## src/rtl/iwmc_map.svh

```systemverilog
// Behaviour
// - sample select pin at power-up: 0 implant
// - implant sleeps after power-up until wake
// - base powers up with MAC idle
// - host holds wake pin high over 1.5ms
// - direct wake enters idle, flag set one
// - flag one idles, zero sends wake responses
// - host sets mode/channel before clearing flag
// - flag write zero starts 400-MHz responses
// - base host programs link registers first
// - base host does CCA before wake
// - wake start drives OOK and 400-MHz radio
// - sleeping receiver strobed at programmable interval
// - strobes from oscillator, pin, or both
// - after 2.45-GHz wake send responses, listen
// - randomize interval between response packets
// - base host opens session by register
// - pin wake base monitors chosen channel
// - emergency wake needs no CCA
// - standby sleep leaves only on pin strobe; code also leaves SLEEP on oscillator strobe or direct wake
// - internal 25-kHz strobe generator replaces pin
`ifndef IWMC_MAP_SVH
`define IWMC_MAP_SVH
`define IWMC_CLK_HZ 200000000
`define IWMC_WAKE_MIN_US 1500
`define IWMC_WAKE_MIN_CYC ((`IWMC_CLK_HZ / 1000000) * `IWMC_WAKE_MIN_US)
`define IWMC_STROSC_HZ 25000
`define IWMC_STROSC_DIV (`IWMC_CLK_HZ / `IWMC_STROSC_HZ)
`define IWMC_SNIFF_US 200
`define IWMC_SNIFF_CYC ((`IWMC_CLK_HZ / 1000000) * `IWMC_SNIFF_US)
`define IWMC_LFSR_SEED 16'hACE1
`define IWMC_OOK_PATTERN 16'hA5C3
`endif

```

## src/rtl/iwmc_pkg.sv

```systemverilog
package iwmc_pkg;
  typedef enum logic [4:0] {
    IWMC_OFF   = 5'h01,
    IWMC_SLEEP = 5'h02,
    IWMC_SNIFF = 5'h04,
    IWMC_IDLE  = 5'h08,
    IWMC_RF    = 5'h10
  } iwmc_state_t;
endpackage : iwmc_pkg

```

## src/rtl/iwmc_link_if.sv

```systemverilog
`timescale 1ns/1ps
interface iwmc_link_if;
  logic implant_base_select;
  logic wake_pin;
  logic flag_wr;
  logic flag_val;
  logic comm_wr;
  logic comm_wake;
  logic comm_session;
  logic rx_245_msg;
  logic [1:0] strobe_src;
  logic [15:0] strobe_div;
  logic [4:0] state;
  logic flag;
  logic tx_400;
  logic rx_400;
  logic ook;
  logic resp_pulse;
  logic sniff_on;
  modport dev (input implant_base_select, wake_pin, flag_wr, flag_val, comm_wr, comm_wake, comm_session,
    rx_245_msg, strobe_src, strobe_div, output state, flag, tx_400, rx_400, ook, resp_pulse, sniff_on);
  modport host (output implant_base_select, wake_pin, flag_wr, flag_val, comm_wr, comm_wake, comm_session,
    strobe_src, strobe_div, input state, flag, tx_400, rx_400, ook, resp_pulse, sniff_on, rx_245_msg);
endinterface : iwmc_link_if

```

## src/rtl/iwmc_dev.sv

```systemverilog
`timescale 1ns/1ps
`include "iwmc_map.svh"
module iwmc_dev
  import iwmc_pkg::*;
#(
  parameter int WAKE_MIN_CYC = `IWMC_WAKE_MIN_CYC,
  parameter int SNIFF_CYC = `IWMC_SNIFF_CYC,
  parameter int STROSC_DIV = `IWMC_STROSC_DIV
) (
  // system
  input wire logic clock,
  input wire logic resetn,
  // link
  iwmc_link_if.dev lnk
);
  // ----------------------------------------
  // pin synchronisers
  // ----------------------------------------
  logic [2:0] ibs_sync_r;
  logic [2:0] wake_sync_r;
  logic wake_lvl_r;
  always_ff @(posedge clock or negedge resetn) begin
    if (!resetn) begin
      ibs_sync_r <= 3'h0;
      wake_sync_r <= 3'h0;
    end else begin
      ibs_sync_r <= {ibs_sync_r[1:0], lnk.implant_base_select};
      wake_sync_r <= {wake_sync_r[1:0], lnk.wake_pin};
    end
  end
  always_ff @(posedge clock or negedge resetn) begin
    if (!resetn) begin
      wake_lvl_r <= 1'b0;
    end else if (wake_sync_r[1] == wake_sync_r[2]) begin
      wake_lvl_r <= wake_sync_r[2];
    end
  end
  wire wake_rise = wake_lvl_r == 1'b0 && wake_sync_r[1] && wake_sync_r[2];
  wire wake_fall = wake_lvl_r && !wake_sync_r[1] && !wake_sync_r[2];
  // ----------------------------------------
  // mode capture after reset release
  // ----------------------------------------
  logic base_mode_r;
  logic [2:0] settle_r;
  // strap reaches the third stage only after three edges; last capture on the fourth
  always_ff @(posedge clock or negedge resetn) begin
    if (!resetn) begin
      settle_r <= 3'h0;
      base_mode_r <= 1'b0;
    end else if (settle_r != 3'h4) begin
      settle_r <= settle_r + 3'h1;
      base_mode_r <= ibs_sync_r[2];
    end
  end
  wire mode_ready = settle_r == 3'h4;
  // ----------------------------------------
  // wake pin width measurement
  // ----------------------------------------
  logic [31:0] high_cnt_r;
  always_ff @(posedge clock or negedge resetn) begin
    if (!resetn) begin
      high_cnt_r <= 32'h0;
    end else if (!wake_lvl_r) begin
      high_cnt_r <= 32'h0;
    end else if (high_cnt_r <= 32'(WAKE_MIN_CYC)) begin
      high_cnt_r <= high_cnt_r + 32'h1;
    end
  end
  wire direct_wake = wake_fall && high_cnt_r > 32'(WAKE_MIN_CYC);
  // ----------------------------------------
  // strobe generation
  // ----------------------------------------
  logic [15:0] osc_cnt_r;
  logic [15:0] ivl_cnt_r;
  logic osc_tick;
  always_ff @(posedge clock or negedge resetn) begin
    if (!resetn) begin
      osc_cnt_r <= 16'h0;
    end else if (!lnk.strobe_src[0] || osc_cnt_r == 16'(STROSC_DIV - 1)) begin
      osc_cnt_r <= 16'h0;
    end else begin
      osc_cnt_r <= osc_cnt_r + 16'h1;
    end
  end
  assign osc_tick = lnk.strobe_src[0] && osc_cnt_r == 16'(STROSC_DIV - 1);
  logic osc_strobe;
  always_ff @(posedge clock or negedge resetn) begin
    if (!resetn) begin
      ivl_cnt_r <= 16'h0;
    end else if (osc_tick) begin
      ivl_cnt_r <= (ivl_cnt_r >= lnk.strobe_div) ? 16'h0 : ivl_cnt_r + 16'h1;
    end
  end
  assign osc_strobe = osc_tick && ivl_cnt_r >= lnk.strobe_div;
  // pin strobe: short rising edge; oscillator or pin or both
  wire strobe = osc_strobe || (lnk.strobe_src[1] && wake_rise);
  // ----------------------------------------
  // response randomizer
  // ----------------------------------------
  logic [15:0] lfsr_r;
  logic [15:0] gap_cnt_r;
  logic resp_r;
  always_ff @(posedge clock or negedge resetn) begin
    if (!resetn) begin
      lfsr_r <= `IWMC_LFSR_SEED;
    end else begin
      lfsr_r <= {lfsr_r[14:0], lfsr_r[15] ^ lfsr_r[13] ^ lfsr_r[12] ^ lfsr_r[10]};
    end
  end
  // ----------------------------------------
  // state machine
  // ----------------------------------------
  iwmc_state_t state_r;
  logic flag_r;
  logic [31:0] sniff_cnt_r;
  logic [3:0] ook_idx_r;
  logic ook_r;
  localparam logic [15:0] OOK_PAT = `IWMC_OOK_PATTERN;
  always_ff @(posedge clock or negedge resetn) begin
    if (!resetn) begin
      state_r <= IWMC_OFF;
      sniff_cnt_r <= 32'h0;
    end else begin
      case (state_r)
        IWMC_OFF: begin
          if (mode_ready) begin
            state_r <= base_mode_r ? IWMC_IDLE : IWMC_SLEEP;
          end
        end
        IWMC_SLEEP: begin
          if (direct_wake) begin
            state_r <= IWMC_IDLE;
          end else if (strobe) begin
            state_r <= IWMC_SNIFF;
            sniff_cnt_r <= 32'h0;
          end
        end
        IWMC_SNIFF: begin
          if (lnk.rx_245_msg) begin
            state_r <= IWMC_RF;
          end else if (sniff_cnt_r >= 32'(SNIFF_CYC - 1)) begin
            state_r <= IWMC_SLEEP;
          end else begin
            sniff_cnt_r <= sniff_cnt_r + 32'h1;
          end
        end
        IWMC_IDLE: begin
          if (!base_mode_r && !flag_r) begin
            state_r <= IWMC_RF;
          end else if (base_mode_r && lnk.comm_wr && (lnk.comm_wake || lnk.comm_session)) begin
            state_r <= IWMC_RF;
          end
        end
        IWMC_RF: begin
          if (base_mode_r && lnk.comm_wr && !lnk.comm_wake && !lnk.comm_session) begin
            state_r <= IWMC_IDLE;
          end else if (!base_mode_r && flag_r && !lnk.comm_session) begin
            state_r <= IWMC_IDLE;
          end
        end
        default: state_r <= IWMC_OFF;
      endcase
    end
  end
  // post-wake behaviour flag
  always_ff @(posedge clock or negedge resetn) begin
    if (!resetn) begin
      flag_r <= 1'b1;
    end else if (state_r == IWMC_SLEEP && direct_wake) begin
      flag_r <= 1'b1;
    end else if (state_r == IWMC_SNIFF && lnk.rx_245_msg) begin
      flag_r <= 1'b0;
    end else if (lnk.flag_wr) begin
      flag_r <= lnk.flag_val;
    end
  end
  // response pacing
  wire resp_active = state_r == IWMC_RF && !base_mode_r && !lnk.comm_session;
  always_ff @(posedge clock or negedge resetn) begin
    if (!resetn) begin
      gap_cnt_r <= 16'h0;
      resp_r <= 1'b0;
    end else if (!resp_active) begin
      gap_cnt_r <= 16'h0;
      resp_r <= 1'b0;
    end else if (gap_cnt_r == 16'h0) begin
      gap_cnt_r <= {4'h1, lfsr_r[11:0]};
      resp_r <= 1'b1;
    end else begin
      gap_cnt_r <= gap_cnt_r - 16'h1;
      resp_r <= 1'b0;
    end
  end
  // base on-off keyed pattern
  wire ook_active = state_r == IWMC_RF && base_mode_r && !lnk.comm_session;
  always_ff @(posedge clock or negedge resetn) begin
    if (!resetn) begin
      ook_idx_r <= 4'h0;
      ook_r <= 1'b0;
    end else if (!ook_active) begin
      ook_idx_r <= 4'h0;
      ook_r <= 1'b0;
    end else begin
      ook_idx_r <= ook_idx_r + 4'h1;
      ook_r <= OOK_PAT[ook_idx_r];
    end
  end
  // ----------------------------------------
  // outputs
  // ----------------------------------------
  assign lnk.state = state_r;
  assign lnk.flag = flag_r;
  assign lnk.tx_400 = state_r == IWMC_RF;
  assign lnk.rx_400 = state_r == IWMC_RF;
  assign lnk.ook = ook_r;
  assign lnk.resp_pulse = resp_r;
  assign lnk.sniff_on = state_r == IWMC_SNIFF;
endmodule : iwmc_dev

```

## src/flat_wrapper.sv

```systemverilog
// flat-port wrapper written by rule: the top's interface ports become plain ports
module iwmc_dev_flat import iwmc_pkg::*;
#(
  parameter int WAKE_MIN_CYC = `IWMC_WAKE_MIN_CYC,
  parameter int SNIFF_CYC = `IWMC_SNIFF_CYC,
  parameter int STROSC_DIV = `IWMC_STROSC_DIV
)
  (clock, resetn, lnk_implant_base_select, lnk_wake_pin, lnk_flag_wr, lnk_flag_val, lnk_comm_wr, lnk_comm_wake, lnk_comm_session, lnk_rx_245_msg, lnk_strobe_src, lnk_strobe_div, lnk_state, lnk_flag, lnk_tx_400, lnk_rx_400, lnk_ook, lnk_resp_pulse, lnk_sniff_on);
  iwmc_link_if lnk_i ();
  input wire logic clock;
  input wire logic resetn;
  input wire logic [$bits(lnk_i.implant_base_select)-1:0] lnk_implant_base_select;
  input wire logic [$bits(lnk_i.wake_pin)-1:0] lnk_wake_pin;
  input wire logic [$bits(lnk_i.flag_wr)-1:0] lnk_flag_wr;
  input wire logic [$bits(lnk_i.flag_val)-1:0] lnk_flag_val;
  input wire logic [$bits(lnk_i.comm_wr)-1:0] lnk_comm_wr;
  input wire logic [$bits(lnk_i.comm_wake)-1:0] lnk_comm_wake;
  input wire logic [$bits(lnk_i.comm_session)-1:0] lnk_comm_session;
  input wire logic [$bits(lnk_i.rx_245_msg)-1:0] lnk_rx_245_msg;
  input wire logic [$bits(lnk_i.strobe_src)-1:0] lnk_strobe_src;
  input wire logic [$bits(lnk_i.strobe_div)-1:0] lnk_strobe_div;
  output wire logic [$bits(lnk_i.state)-1:0] lnk_state;
  output wire logic [$bits(lnk_i.flag)-1:0] lnk_flag;
  output wire logic [$bits(lnk_i.tx_400)-1:0] lnk_tx_400;
  output wire logic [$bits(lnk_i.rx_400)-1:0] lnk_rx_400;
  output wire logic [$bits(lnk_i.ook)-1:0] lnk_ook;
  output wire logic [$bits(lnk_i.resp_pulse)-1:0] lnk_resp_pulse;
  output wire logic [$bits(lnk_i.sniff_on)-1:0] lnk_sniff_on;
  assign lnk_i.implant_base_select = lnk_implant_base_select;
  assign lnk_i.wake_pin = lnk_wake_pin;
  assign lnk_i.flag_wr = lnk_flag_wr;
  assign lnk_i.flag_val = lnk_flag_val;
  assign lnk_i.comm_wr = lnk_comm_wr;
  assign lnk_i.comm_wake = lnk_comm_wake;
  assign lnk_i.comm_session = lnk_comm_session;
  assign lnk_i.rx_245_msg = lnk_rx_245_msg;
  assign lnk_i.strobe_src = lnk_strobe_src;
  assign lnk_i.strobe_div = lnk_strobe_div;
  assign lnk_state = lnk_i.state;
  assign lnk_flag = lnk_i.flag;
  assign lnk_tx_400 = lnk_i.tx_400;
  assign lnk_rx_400 = lnk_i.rx_400;
  assign lnk_ook = lnk_i.ook;
  assign lnk_resp_pulse = lnk_i.resp_pulse;
  assign lnk_sniff_on = lnk_i.sniff_on;
  iwmc_dev #(.WAKE_MIN_CYC(WAKE_MIN_CYC), .SNIFF_CYC(SNIFF_CYC), .STROSC_DIV(STROSC_DIV)) u_core (.clock(clock), .resetn(resetn), .lnk(lnk_i));
endmodule
```

## config.mk

```make
export PLATFORM = sky130hd
export DESIGN_NAME = iwmc_dev_flat
export DESIGN_NICKNAME = d
export VERILOG_FILES = /design/src/rtl/iwmc_pkg.sv /design/src/rtl/iwmc_link_if.sv /design/src/rtl/iwmc_dev.sv /design/src/flat_wrapper.sv
export VERILOG_INCLUDE_DIRS = /design/src /design/src/rtl
export SDC_FILE = /design/constraint.sdc
export NUM_CORES = 1
export LEC_CHECK = 0
export BUFFER_PORTS_ARGS = -buffer_cell sky130_fd_sc_hd__clkbuf_2
export CAP_MARGIN = 20
export CORE_ASPECT_RATIO = 0.9
export CORE_MARGIN = 3
export CORE_UTILIZATION = 50
export DETAILED_ROUTE_END_ITERATION = 10
export PLACE_DENSITY_LB_ADDON = 0.2
export SLEW_MARGIN = 25
export SYNTH_ARGS = -nofsm -noshare
export SYNTH_HDL_FRONTEND = slang
export SYNTH_SLANG_ARGS = --single-unit
export TNS_END_PERCENT = 100
```

## constraint.sdc

```tcl
create_clock -name clock -period 2.1 [get_ports clock]
set_input_delay 0.21 -clock clock [delete_from_list [all_inputs] [get_ports clock]]
set_output_delay 0.21 -clock clock [all_outputs]
set_load 0.03 [all_outputs]
```

==> Yosys cells after proc, flatten, opt, wreduce, memory -nomap -nowiden <==
Memory sizes are Yosys's and may differ from the RTL's.
Index checks and enable logic that the tools add are counted.
{ "word_totals": {"inputBits": 28, "register_bits": 151, "rom_bits": 16, "mem_count": 1, "out_inout_bits": 11} }
{ "classes": {"muxes": 30, "bitwise": 4, "n_eq_ne": 19, "n_addsub": 7, "n_reduce_logical": 36, "n_lt_le_gt_ge": 5} }
{ "memory_table": {"columns": ["memory", "words", "word_bits", "rd", "rd_clocked_by_memory_dff", "write_ports", "line", "text"], "rows": [
  ["(no name shown)", 16, 1, 1, 0, 0, "iwmc_dev.sv:205", "ook_r <= OOK_PAT[ook_idx_r];"]
]} }
{ "op_table": {"columns": ["op", "n"], "rows": [
  ["$mux W32", 6],
  ["$add A32 B1 Y32 const B", 2],
  ["$mux W16", 4],
  ["$pmux W32 S2", 1],
  ["$mux W5", 9],
  ["$add A16 B1 Y16 const B", 2],
  ["$ge A32 B16 Y1 const B", 1],
  ["$gt A32 B19 Y1 const B", 1],
  ["$le A32 B19 Y1 const B", 1],
  ["$pmux W5 S5", 1],
  ["$logic_and A1 B1 Y1", 21],
  ["$eq A16 B13 Y1 const B", 1],
  ["$ge A16 B16 Y1", 1],
  ["$logic_not A16 Y1", 1],
  ["$sub A16 B1 Y16 const B", 1],
  ["$reduce_and A5 Y1", 2],
  ["$ne A3 B1 Y1 const B", 3],
  ["$mux W4", 2],
  ["$ne A2 B2 Y1 const B", 4],
  ["$logic_not A1 Y1", 7],
  ["$mux W1", 7],
  ["$eq A5 B1 Y1 const B", 1],
  ["$eq A5 B2 Y1 const B", 1],
  ["$eq A5 B3 Y1 const B", 1],
  ["15 further kinds", 20]
]} }

==> Logic depth before layout (Yosys ltp) <==
Gate-level depths: netlist of the first run.
{ "logic_depth": {"depth_word": 8, "ltp_mapped": 10, "depth_no_buf": 9} }

==> Worst setup path after synthesis of the first run <==
No wires, ideal clock.
{ "synth_timing": {"path_type": "reg-to-reg", "startpoint": "register u_core.state_r[1] (netlist: u_core.lnk.state[1])", "endpoint": "register u_core.sniff_cnt_r[10]", "arrival_ns": 2.180, "required_time_ns": 1.976, "period_less_slack_ns": 2.304, "path_stages_with_launch": 10, "path_slack_ns": -0.204, "setup_ns": 0.124, "path_cell_list": "dfrtp_1 nor2_1 nand3_1 clkinv_1 nand2b_1 nor3_1 nand3_1 and2_1 buf_6 a211o_1"} }
{ "synth_via": {"elab_chain_cells": 3} }
{ "synth_lines": {"columns": ["element", "line", "text"], "rows": [
  ["start, declared", "iwmc_dev.sv:113", "iwmc_state_t state_r;"],
  ["start signal, assigned", "iwmc_dev.sv:127", "state_r <= base_mode_r ? IWMC_IDLE : IWMC_SLEEP;"],
  ["$eq A5 B3 Y1 *", null, null],
  ["via lnk_sniff_on", "flat_wrapper.sv:28", "output wire logic [$bits(lnk_i.sniff_on)-1:0] lnk_sniff_on;"],
  ["$ne A2 B2 Y1 (no source line) or $reduce_bool A2 Y1 (tied branches)", null, null],
  ["$reduce_and A5 Y1 (no source line)", null, null],
  ["end signal, assigned", "iwmc_dev.sv:144", "sniff_cnt_r <= sniff_cnt_r + 32'h1;"],
  ["end, declared", "iwmc_dev.sv:115", "logic [31:0] sniff_cnt_r;"]
]} }
Mark *: on every way through the listed nets, which the timed path passes. The rest lies on a longest branch.
A chain may end at the register's enable or synchronous reset.

==> Worst setup path in the final report of the first run <==
{ "layout_timing": {"startpoint": "register u_core.ivl_cnt_r[15]", "endpoint": "register u_core.sniff_cnt_r[13]"} }
{ "layout_via": {"elab_chain_cells": 5} }
{ "layout_lines": {"columns": ["element", "line", "text"], "rows": [
  ["start, declared", "iwmc_dev.sv:74", "logic [15:0] ivl_cnt_r;"],
  ["start signal, assigned", "iwmc_dev.sv:91", "ivl_cnt_r <= (ivl_cnt_r >= lnk.strobe_div) ? 16'h0 : ivl_cnt_r + 16'h1;"],
  ["$ge A16 B16 Y1", "iwmc_dev.sv:94", "assign osc_strobe = osc_tick && ivl_cnt_r >= lnk.strobe_div;"],
  ["$logic_and A1 B1 Y1", "iwmc_dev.sv:94", null],
  ["$logic_or A1 B1 Y1", "iwmc_dev.sv:96", "wire strobe = osc_strobe || (lnk.strobe_src[1] && wake_rise);"],
  ["$ne A2 B1 Y1 (no source line)", null, null],
  ["$reduce_and A5 Y1 (no source line)", null, null]
]} }
No other way between the ends.

==> results of run 1 <==
cells by family (layout without fill, tap and decap cells):
group                    after synthesis  count (layout)  synth area share (%)
AND/OR/NAND/NOR                      323             323                 23.74
flip-flops                           151             151                 52.16
AO/OA/AOI/OAI                         97              97                 9.193
XOR/XNOR                              54              54                 6.507
buffers and inverters                 54             205                 3.047
adder cells (fa/ha/maj)               28              28                 4.786
multiplexers                           4               4                0.5681
layer usage:
metal	track usage, %	wire, um
met5	0	0
met2	35.44	8303
met1	27.65	7580
met3	4.451	460
met4	8.740	189
report_power, final:
part	switching (mW)	leakage [nW]	internal (mW)	total [mW]
clock network	1.42	0.308	1.83	3.25
registers	0.0583	2.03	3.01	3.07
logic	0.502	2.30	0.408	0.910
total	1.98	4.64	5.25	7.23
layout make-up:
cell class | instances | share of cell area (%)
Clock buffer | 17 | 4.398
Tap cell | 193 | 2.497
Clock inverter | 15 | 2.109
Inverter | 35 | 1.410
Sequential cell | 151 | 39.21
Multi-Input combinational cell | 506 | 39.43
Timing Repair Buffer | 138 | 10.94
worst paths after layout:
kind,slack (ns),cells after the start,end,start
setup reg to reg,-0.18,10,u_core.sniff_cnt_r[13],u_core.ivl_cnt_r[15]
hold reg to reg,0.36,0,u_core.lfsr_r[15],u_core.lfsr_r[14]
setup / recovery,-0.18,10,u_core.sniff_cnt_r[13],u_core.ivl_cnt_r[15]
max in group asynchronous,1.02,3,u_core.lnk.state[0],resetn
hold / removal,0.13,2,u_core.osc_cnt_r[4],lnk_strobe_src[0]
min in group asynchronous,0.34,2,u_core.high_cnt_r[24],resetn
worst max-delay path, stage by stage, from the launching register on:
cell and delay [ns]:
dfrtp_1 0.42, ha_4 0.23, a21oi_1 0.19, o21ai_0 0.16, a21oi_1 0.32, a31oi_4 0.18, buf_6 0.17, nor2_4 0.14
nor3b_4 0.06, buf_12 0.14, nor3_2 0.18
flip-flops by register name, indices dropped and copies added, names as in the netlist, 3 cells and up:
| signal | cells |
|---|---|
| u_core.ook_idx_r | 4 |
| u_core.lfsr_r | 16 |
| u_core.ivl_cnt_r | 16 |
| u_core.gap_cnt_r | 16 |
| u_core.settle_r | 3 |
| u_core.sniff_cnt_r | 32 |
| u_core.high_cnt_r | 32 |
| u_core.lnk.state | 5 |
| u_core.osc_cnt_r | 16 |
| u_core.ibs_sync_r | 3 |
| u_core.wake_sync_r | 3 |
synth_stat cells, types with 7 or more instances:
| master | number | area, sq um |
|---|---|---|
| a211oi_1 | 11 | 82.58 |
| a21oi_1 | 18 | 90.09 |
| and2_1 | 45 | 281.5 |
| and3_1 | 19 | 118.9 |
| clkbuf_1 | 11 | 41.29 |
| dfrtp_1 | 141 | 3528 |
| dfstp_2 | 10 | 262.8 |
| ha_1 | 27 | 337.8 |
| inv_1 | 34 | 127.6 |
| nand2_1 | 49 | 183.9 |
| nand2b_1 | 8 | 50.05 |
| nand3_1 | 34 | 170.2 |
| nand3b_1 | 10 | 75.07 |
| nand4_1 | 8 | 50.05 |
| nor2_1 | 75 | 281.5 |
| nor3_1 | 19 | 95.09 |
| nor4_1 | 24 | 150.1 |
| o21ai_0 | 25 | 125.1 |
| o31ai_1 | 7 | 52.55 |
| or3_1 | 8 | 50.05 |
| xnor2_1 | 31 | 271.5 |
| xor2_1 | 23 | 201.4 |
stage by stage:
| step | power (mW) | setup TNS, ns | util, % | hold slack, ns |
|---|---|---|---|---|
| 6_report | 7.230 | -5.396 | 68.56 | 0.1263 |
| 2_1_floorplan | 3.556 | -0.08836 | - | -0.08559 |
| 3_3_place_gp | 3.928 | -5.877 | 58.92 | 0.2270 |
| 4_1_cts | 7.253 | -4.128 | 66.49 | 0.1043 |
| 5_1_grt | 7.524 | -12.89 | 68.56 | 0.1410 |
| 3_5_place_dp | 3.951 | -8.436 | 58.92 | 0.2341 |
timing repair:
action,CTS,global route
gates resized for setup,74,42
endpoints found under the setup margin,59,78
cloned,1,1
pin swaps,41,31
hold buffers,3,0
buffers inserted,9,7
hold endpoints to repair,59,0
==> impl_metrics.prom, run 1 <==
# TYPE chip_impl_metric gauge
chip_impl_info{name="synth-main-ff-cell",value="dfrtp_1"} 1
chip_impl_metric{name="relSlewSlack",unit="%"} 60.84
chip_impl_metric{name="placedCellCount",unit=""} 1004
chip_impl_metric{name="yosys_warn_count",unit=""} 0
chip_impl_metric{name="num-fill-cells",unit=""} 1016
chip_impl_metric{name="area_growth_syn_to_layout",unit="%"} 33.07
chip_impl_metric{name="routedWlPerCell",unit="um"} 15.67
chip_impl_metric{name="drcViolationCount",unit=""} 0
chip_impl_metric{name="grt_first_pass_wirelength",unit="mm"} 27.70
chip_impl_metric{name="post_detailed_routing_wire_length",unit="mm"} 16.53
chip_impl_metric{name="finalSetupViolCount",unit=""} 53
chip_impl_metric{name="cp_data_required_time",unit="ns"} 2.44
chip_impl_metric{name="design_area",unit="sq um"} 9672
chip_impl_metric{name="number_of_top_level_pins",unit=""} 39
chip_impl_metric{name="postSynthRegisterBits",unit=""} 151
chip_impl_metric{name="clock_tree.buffer_depth",unit=""} 2
chip_impl_metric{name="fmax",unit="MHz"} 437.7
chip_impl_metric{name="grt_overflow",unit=""} 0
chip_impl_metric{name="routed_via_density",unit=""} 5.393
chip_impl_metric{name="cts-buffers-inserted",unit=""} 17
chip_impl_metric{name="path_max_fanout",unit=""} 6
chip_impl_metric{name="fin_worst_skew",unit="ns"} 0.01144
chip_impl_info{name="mostFrequentLayoutCells",value="dfrtp_1, buf_4, nor2_1"} 1
chip_impl_metric{name="design.die.area",unit="sq um"} 16020
chip_impl_metric{name="finalWorstPathRequiredPeriod",unit="ns"} 2.285
chip_impl_metric{name="power.density_cell_area",unit="nW/um^2"} 747.6
chip_impl_metric{name="effective_utilization_at_floorplan",unit="%"} 51.52
chip_impl_info{name="result_of_the_run",value="finished, violations left"} 1
chip_impl_metric{name="yosysUniqueCellTypes",unit=""} 66
chip_impl_metric{name="fp.dieW",unit="um"} 133.1
chip_impl_metric{name="path_clk_slew",unit="ns"} 0.07
chip_impl_metric{name="multi_input_gate_area_in_the_final_layout",unit="sq um"} 3814
chip_impl_metric{name="chipHeight",unit="um"} 120.4
chip_impl_metric{name="power_leakage",unit="nW"} 4.638
chip_impl_metric{name="core_region_area",unit="sq um"} 14110
chip_impl_metric{name="clk_sinks",unit=""} 151
chip_impl_metric{name="critPathArrivalTime",unit="ns"} 2.63
chip_impl_metric{name="layout_worst_path_cycle_share",unit="%"} 108.8
chip_impl_metric{name="grt_antenna_before_repair",unit=""} 0
chip_impl_metric{name="ant_nets",unit=""} 0
chip_impl_metric{name="final-hold-violation-count",unit=""} 0
chip_impl_metric{name="detailedPlace.worstSlack",unit="ns"} -0.3492
chip_impl_metric{name="sequential_cell_area",unit="sq um"} 3792
chip_impl_metric{name="synth_nets",unit=""} 766
chip_impl_metric{name="synth.yosys.seq_area_share",unit="%"} 52.16
chip_impl_metric{name="final_layout_size_suffix_gt1_share",unit="%"} 30.97
chip_impl_info{name="setup_repair_after_global_routing_missed_its_margin",value="true"} 1
chip_impl_metric{name="synth-async-reset-ratio",unit="%"} 100.0
chip_impl_metric{name="mappedNetlistArea",unit="sq um"} 7268
chip_impl_metric{name="final_critical_path_setup_slack",unit="ns"} -0.1848
chip_impl_metric{name="post_dp_cell_area",unit="sq um"} 8312
chip_impl_metric{name="num_vias",unit=""} 5690
chip_impl_metric{name="port_buffers",unit=""} 38
chip_impl_info{name="criticalPathCategory",value="flop to flop"} 1
chip_impl_metric{name="timing.max_cap.violations",unit=""} 0
chip_impl_metric{name="via_count_of_the_first_global_routing_pass",unit=""} 5894
chip_impl_metric{name="maximum_number_of_pins_on_one_net_before_global_route_repair",unit=""} 63
chip_impl_metric{name="grt_util_all_layers",unit="%"} 21.40
chip_impl_info{name="cp-end-kind",value="flop"} 1
chip_impl_metric{name="instances_no_fill",unit=""} 1055
chip_impl_info{name="hold_path.class",value="input pin to flop"} 1
chip_impl_metric{name="postSynthAreaPerCell",unit="sq um"} 10.22
chip_impl_metric{name="gp_congestion",unit=""} 0.8741
chip_impl_metric{name="nNetsFinal",unit=""} 904
chip_impl_info{name="cts_tree",value="done"} 1
chip_impl_info{name="critPathLaunchType",value="flop"} 1
chip_impl_metric{name="placementRows",unit=""} 41
chip_impl_metric{name="place_hpwl",unit="mm"} 10.71
chip_impl_info{name="failed_checks",value="setup timing"} 1
chip_impl_metric{name="synth_edf_count",unit=""} 0
chip_impl_metric{name="ir_drop_worst_vdd",unit="V"} 0.0006222
chip_impl_info{name="ctsRootBufferMaster",value="clkbuf_16"} 1
chip_impl_metric{name="tightestPinTransition",unit="ns"} 0.5874
chip_impl_metric{name="maxSlewViolCount",unit=""} 0
chip_impl_metric{name="initialDrtViolationCount",unit=""} 270
chip_impl_metric{name="htree_num_levels",unit=""} 4
chip_impl_metric{name="number_of_antenna_cells_inserted",unit=""} 0
chip_impl_info{name="final_common_cell",value="dfrtp_1"} 1
chip_impl_metric{name="first_pass_iters",unit=""} 5
chip_impl_metric{name="insertion_delay",unit="ns"} 0.43
chip_impl_metric{name="postSynthCellCount",unit=""} 711
(Power assumes the default switching activity.)
==> inputs of run 2 (changes only) <==
--- a/config.mk
+++ b/config.mk
@@ -6,15 +6,16 @@
 export SDC_FILE = /design/constraint.sdc
 export NUM_CORES = 1
 export LEC_CHECK = 0
-export BUFFER_PORTS_ARGS = -buffer_cell sky130_fd_sc_hd__clkbuf_2
 export CAP_MARGIN = 20
 export CORE_ASPECT_RATIO = 0.9
 export CORE_MARGIN = 3
 export CORE_UTILIZATION = 50
 export DETAILED_ROUTE_END_ITERATION = 10
+export DONT_BUFFER_PORTS = 1
+export GPL_TIMING_DRIVEN = 0
 export PLACE_DENSITY_LB_ADDON = 0.2
 export SLEW_MARGIN = 25
 export SYNTH_ARGS = -nofsm -noshare
 export SYNTH_HDL_FRONTEND = slang
 export SYNTH_SLANG_ARGS = --single-unit
-export TNS_END_PERCENT = 100
+export TNS_END_PERCENT = 1
==> impl_metrics.prom, run 2 (synthesis results as in run 1) <==
# TYPE chip_impl_metric gauge
chip_impl_info{name="result_of_the_run",value="finished, violations left"} 1
chip_impl_info{name="failed_checks",value="hold timing, setup timing"} 1
chip_impl_metric{name="num-fill-cells",unit=""} 1118
chip_impl_metric{name="clk_sinks",unit=""} 151
chip_impl_metric{name="groute.layer.met2.usage",unit="%"} 30.58
chip_impl_info{name="timing.critical_path.cells",value="ha_4, nand4_1, nor3_2, o2111ai_2, a31oi_4, o221ai_2, and2_4, a211o_1"} 1
chip_impl_info{name="hold_path.class",value="input pin to asynchronous set/reset pin"} 1
chip_impl_metric{name="gr-usage-met1",unit="%"} 25.77
chip_impl_metric{name="first_pass_iters",unit=""} 4
chip_impl_metric{name="post_dp_cell_area",unit="sq um"} 7547
chip_impl_metric{name="area_growth_syn_to_layout",unit="%"} 17.87
chip_impl_metric{name="ant_nets",unit=""} 0
chip_impl_metric{name="place_hpwl",unit="mm"} 9.639
chip_impl_metric{name="grt_antenna_before_repair",unit=""} 0
chip_impl_metric{name="relSlewSlack",unit="%"} 56.92
chip_impl_info{name="criticalPathCategory",value="flop to flop"} 1
chip_impl_metric{name="cts-buffers-inserted",unit=""} 17
chip_impl_metric{name="final_critical_path_setup_slack",unit="ns"} -0.3313
chip_impl_metric{name="routed_via_density",unit=""} 5.491
chip_impl_metric{name="path_buf_inv",unit=""} 0
chip_impl_info{name="ctsRootBufferMaster",value="clkbuf_16"} 1
chip_impl_metric{name="number_of_antenna_cells_inserted",unit=""} 0
chip_impl_metric{name="number_of_top_level_pins",unit=""} 39
chip_impl_info{name="mostFrequentLayoutCells",value="dfrtp_1, nor2_1, nand2_1"} 1
chip_impl_metric{name="core_region_area",unit="sq um"} 14110
chip_impl_metric{name="via_count_of_the_first_global_routing_pass",unit=""} 5149
chip_impl_metric{name="grt_overflow",unit=""} 0
chip_impl_metric{name="maxSlewViolCount",unit=""} 0
chip_impl_metric{name="placementRows",unit=""} 41
chip_impl_metric{name="fp.dieW",unit="um"} 133.1
chip_impl_metric{name="effective_utilization_at_floorplan",unit="%"} 51.52
chip_impl_metric{name="gr-usage-met3",unit="%"} 5.449
chip_impl_metric{name="design_area",unit="sq um"} 8567
chip_impl_metric{name="detailedPlace.worstSlack",unit="ns"} -0.7057
chip_impl_metric{name="clock_tree.buffer_depth",unit=""} 2
chip_impl_metric{name="design.die.area",unit="sq um"} 16020
chip_impl_metric{name="chipHeight",unit="um"} 120.4
chip_impl_metric{name="initialDrtViolationCount",unit=""} 272
chip_impl_info{name="cts_tree",value="done"} 1
chip_impl_metric{name="path_max_fanout",unit=""} 8
chip_impl_metric{name="drcViolationCount",unit=""} 0
chip_impl_info{name="reg.largest.list",value="u_core.high_cnt_r x32, u_core.sniff_cnt_r x32"} 1
chip_impl_metric{name="tightestPinTransition",unit="ns"} 0.6444
chip_impl_info{name="critical_path.top_delay_family",value="compound AO/OA/AOI/OAI gates"} 1
chip_impl_metric{name="final_layout_size_suffix_gt1_share",unit="%"} 14.87
chip_impl_metric{name="layout_worst_path_cycle_share",unit="%"} 115.8
chip_impl_metric{name="grt_util_all_layers",unit="%"} 19.24
chip_impl_info{name="final_common_cell",value="dfrtp_1"} 1
chip_impl_metric{name="htree_num_levels",unit=""} 4
chip_impl_metric{name="crit_path_max_incr_delay",unit="ns"} 0.42
chip_impl_metric{name="total_power",unit="mW"} 6.899
chip_impl_metric{name="routedWlPerCell",unit="um"} 15.37
chip_impl_metric{name="cts_hold_buffers",unit=""} 3
chip_impl_metric{name="critPathArrivalTime",unit="ns"} 2.74
chip_impl_metric{name="ir_drop_worst_vdd",unit="V"} 0.0005841
chip_impl_metric{name="cp_data_required_time",unit="ns"} 2.41
chip_impl_metric{name="power.density_cell_area",unit="nW/um^2"} 805.3
chip_impl_metric{name="fmax",unit="MHz"} 411.3
chip_impl_info{name="critical-path-slowest-cell",value="dfrtp_1"} 1
chip_impl_metric{name="maximum_number_of_pins_on_one_net_before_global_route_repair",unit=""} 152
chip_impl_metric{name="finalSetupViolCount",unit=""} 65
chip_impl_info{name="setup_repair_after_global_routing_missed_its_margin",value="true"} 1
chip_impl_metric{name="fin_worst_hold_slack",unit="ns"} -0.5230
chip_impl_metric{name="power_leakage",unit="nW"} 3.951
chip_impl_metric{name="path_clk_slew",unit="ns"} 0.06
chip_impl_metric{name="num_vias",unit=""} 5233
chip_impl_metric{name="gp_congestion",unit=""} 0.8251
chip_impl_metric{name="post_detailed_routing_wire_length",unit="mm"} 14.65
chip_impl_metric{name="timing.max_cap.violations",unit=""} 0
chip_impl_info{name="grt_most_used_layer",value="met2"} 1
chip_impl_info{name="critPathLaunchType",value="flop"} 1
chip_impl_metric{name="fin_worst_skew",unit="ns"} 0.01096
chip_impl_info{name="cp-end-kind",value="flop"} 1
chip_impl_metric{name="port_buffers",unit=""} 0
chip_impl_metric{name="finalWorstPathRequiredPeriod",unit="ns"} 2.431
chip_impl_metric{name="nNetsFinal",unit=""} 802
chip_impl_metric{name="insertion_delay",unit="ns"} 0.43
chip_impl_metric{name="grt_first_pass_wirelength",unit="mm"} 24.66
chip_impl_metric{name="final-hold-violation-count",unit=""} 151
run 2: cell types whose count changed in the layout (fill, tap and decap cells not counted), moves of 6 or more:
cell	before	now
and2_1	28	44
and2_4	17	1
buf_4	81	14
buf_6	12	3
clkbuf_1	0	9
clkbuf_2	37	1
nand3_1	25	31
nor4_4	11	4
run 2: worst reg2reg max path, stage by stage, from the launching register on:
cell and delay (ns):
dfrtp_1 0.42, ha_4 0.28, nand4_1 0.20, nor3_2 0.26
o2111ai_2 0.22, a31oi_4 0.30, o221ai_2 0.17, and2_4 0.20
a211o_1 0.27
run 2: layout make-up:
| cell class | count | area, sq um | area share [%] |
|---|---|---|---|
| Timing Repair Buffer | 18 | 153.9 | 1.796 |
| Clock buffer | 17 | 425.4 | 4.966 |
| Inverter | 35 | 136.4 | 1.592 |
| Clock inverter | 15 | 207.7 | 2.424 |
| Buffer | 18 | 93.84 | 1.095 |
| Multi-Input combinational cell | 506 | 3516 | 41.04 |
| Sequential cell | 151 | 3792 | 44.27 |
| Tap cell | 193 | 241.5 | 2.819 |
run 2: through the flow:
step	TNS, ns	utilization (%)	instances	hold slack [ns]
2_1_floorplan	-0.4299	-	711	-0.08559
3_3_place_gp	-19.29	53.50	904	-0.07961
3_5_place_dp	-23.46	53.50	904	-0.07900
4_1_cts	-13.21	59.66	947	-0.5427
5_1_grt	-20.74	60.73	953	-0.5512
6_report	-9.982	60.73	953	-0.5230
run 2: power breakdown:
group	leakage, nW	switching (mW)	internal [mW]
clock network	0.310	1.31	1.92
registers	2.03	0.181	3.01
logic	1.62	0.254	0.217
total	3.95	1.75	5.15
run 2: final timing paths:
| check | startpoint | end | slack, ns | cells past startpoint |
|---|---|---|---|---|
| setup / recovery | u_core.ivl_cnt_r[14] | u_core.sniff_cnt_r[12] | -0.33 | 8 |
| hold / removal | resetn | u_core.high_cnt_r[2] | -0.52 | 0 |
| setup reg to reg | u_core.ivl_cnt_r[14] | u_core.sniff_cnt_r[12] | -0.33 | 8 |
| hold reg to reg | u_core.ibs_sync_r[0] | u_core.ibs_sync_r[1] | 0.36 | 0 |
| max in group asynchronous | resetn | u_core.lnk.state[0] | 2.25 | 0 |
| min in group clock | lnk_strobe_src[0] | u_core.osc_cnt_r[14] | 0.02 | 2 |
run 2: metal layers:
metal | part of all wire [%] | vias up
met1 | 46 | 2564
met5 | 0 | -
li1 | - | 2565
met2 | 49 | 84
met3 | 3.4 | 20
met4 | 1.3 | 0
run 2: what timing repair did:
action / 4_1_cts / 5_1_grt
pin swaps: 21 / 14
hold endpoints to repair: 155 / 151
gates resized for setup: 32 / 17
setup buffers: 9 / 6
endpoints found under the setup margin: 87 / 95
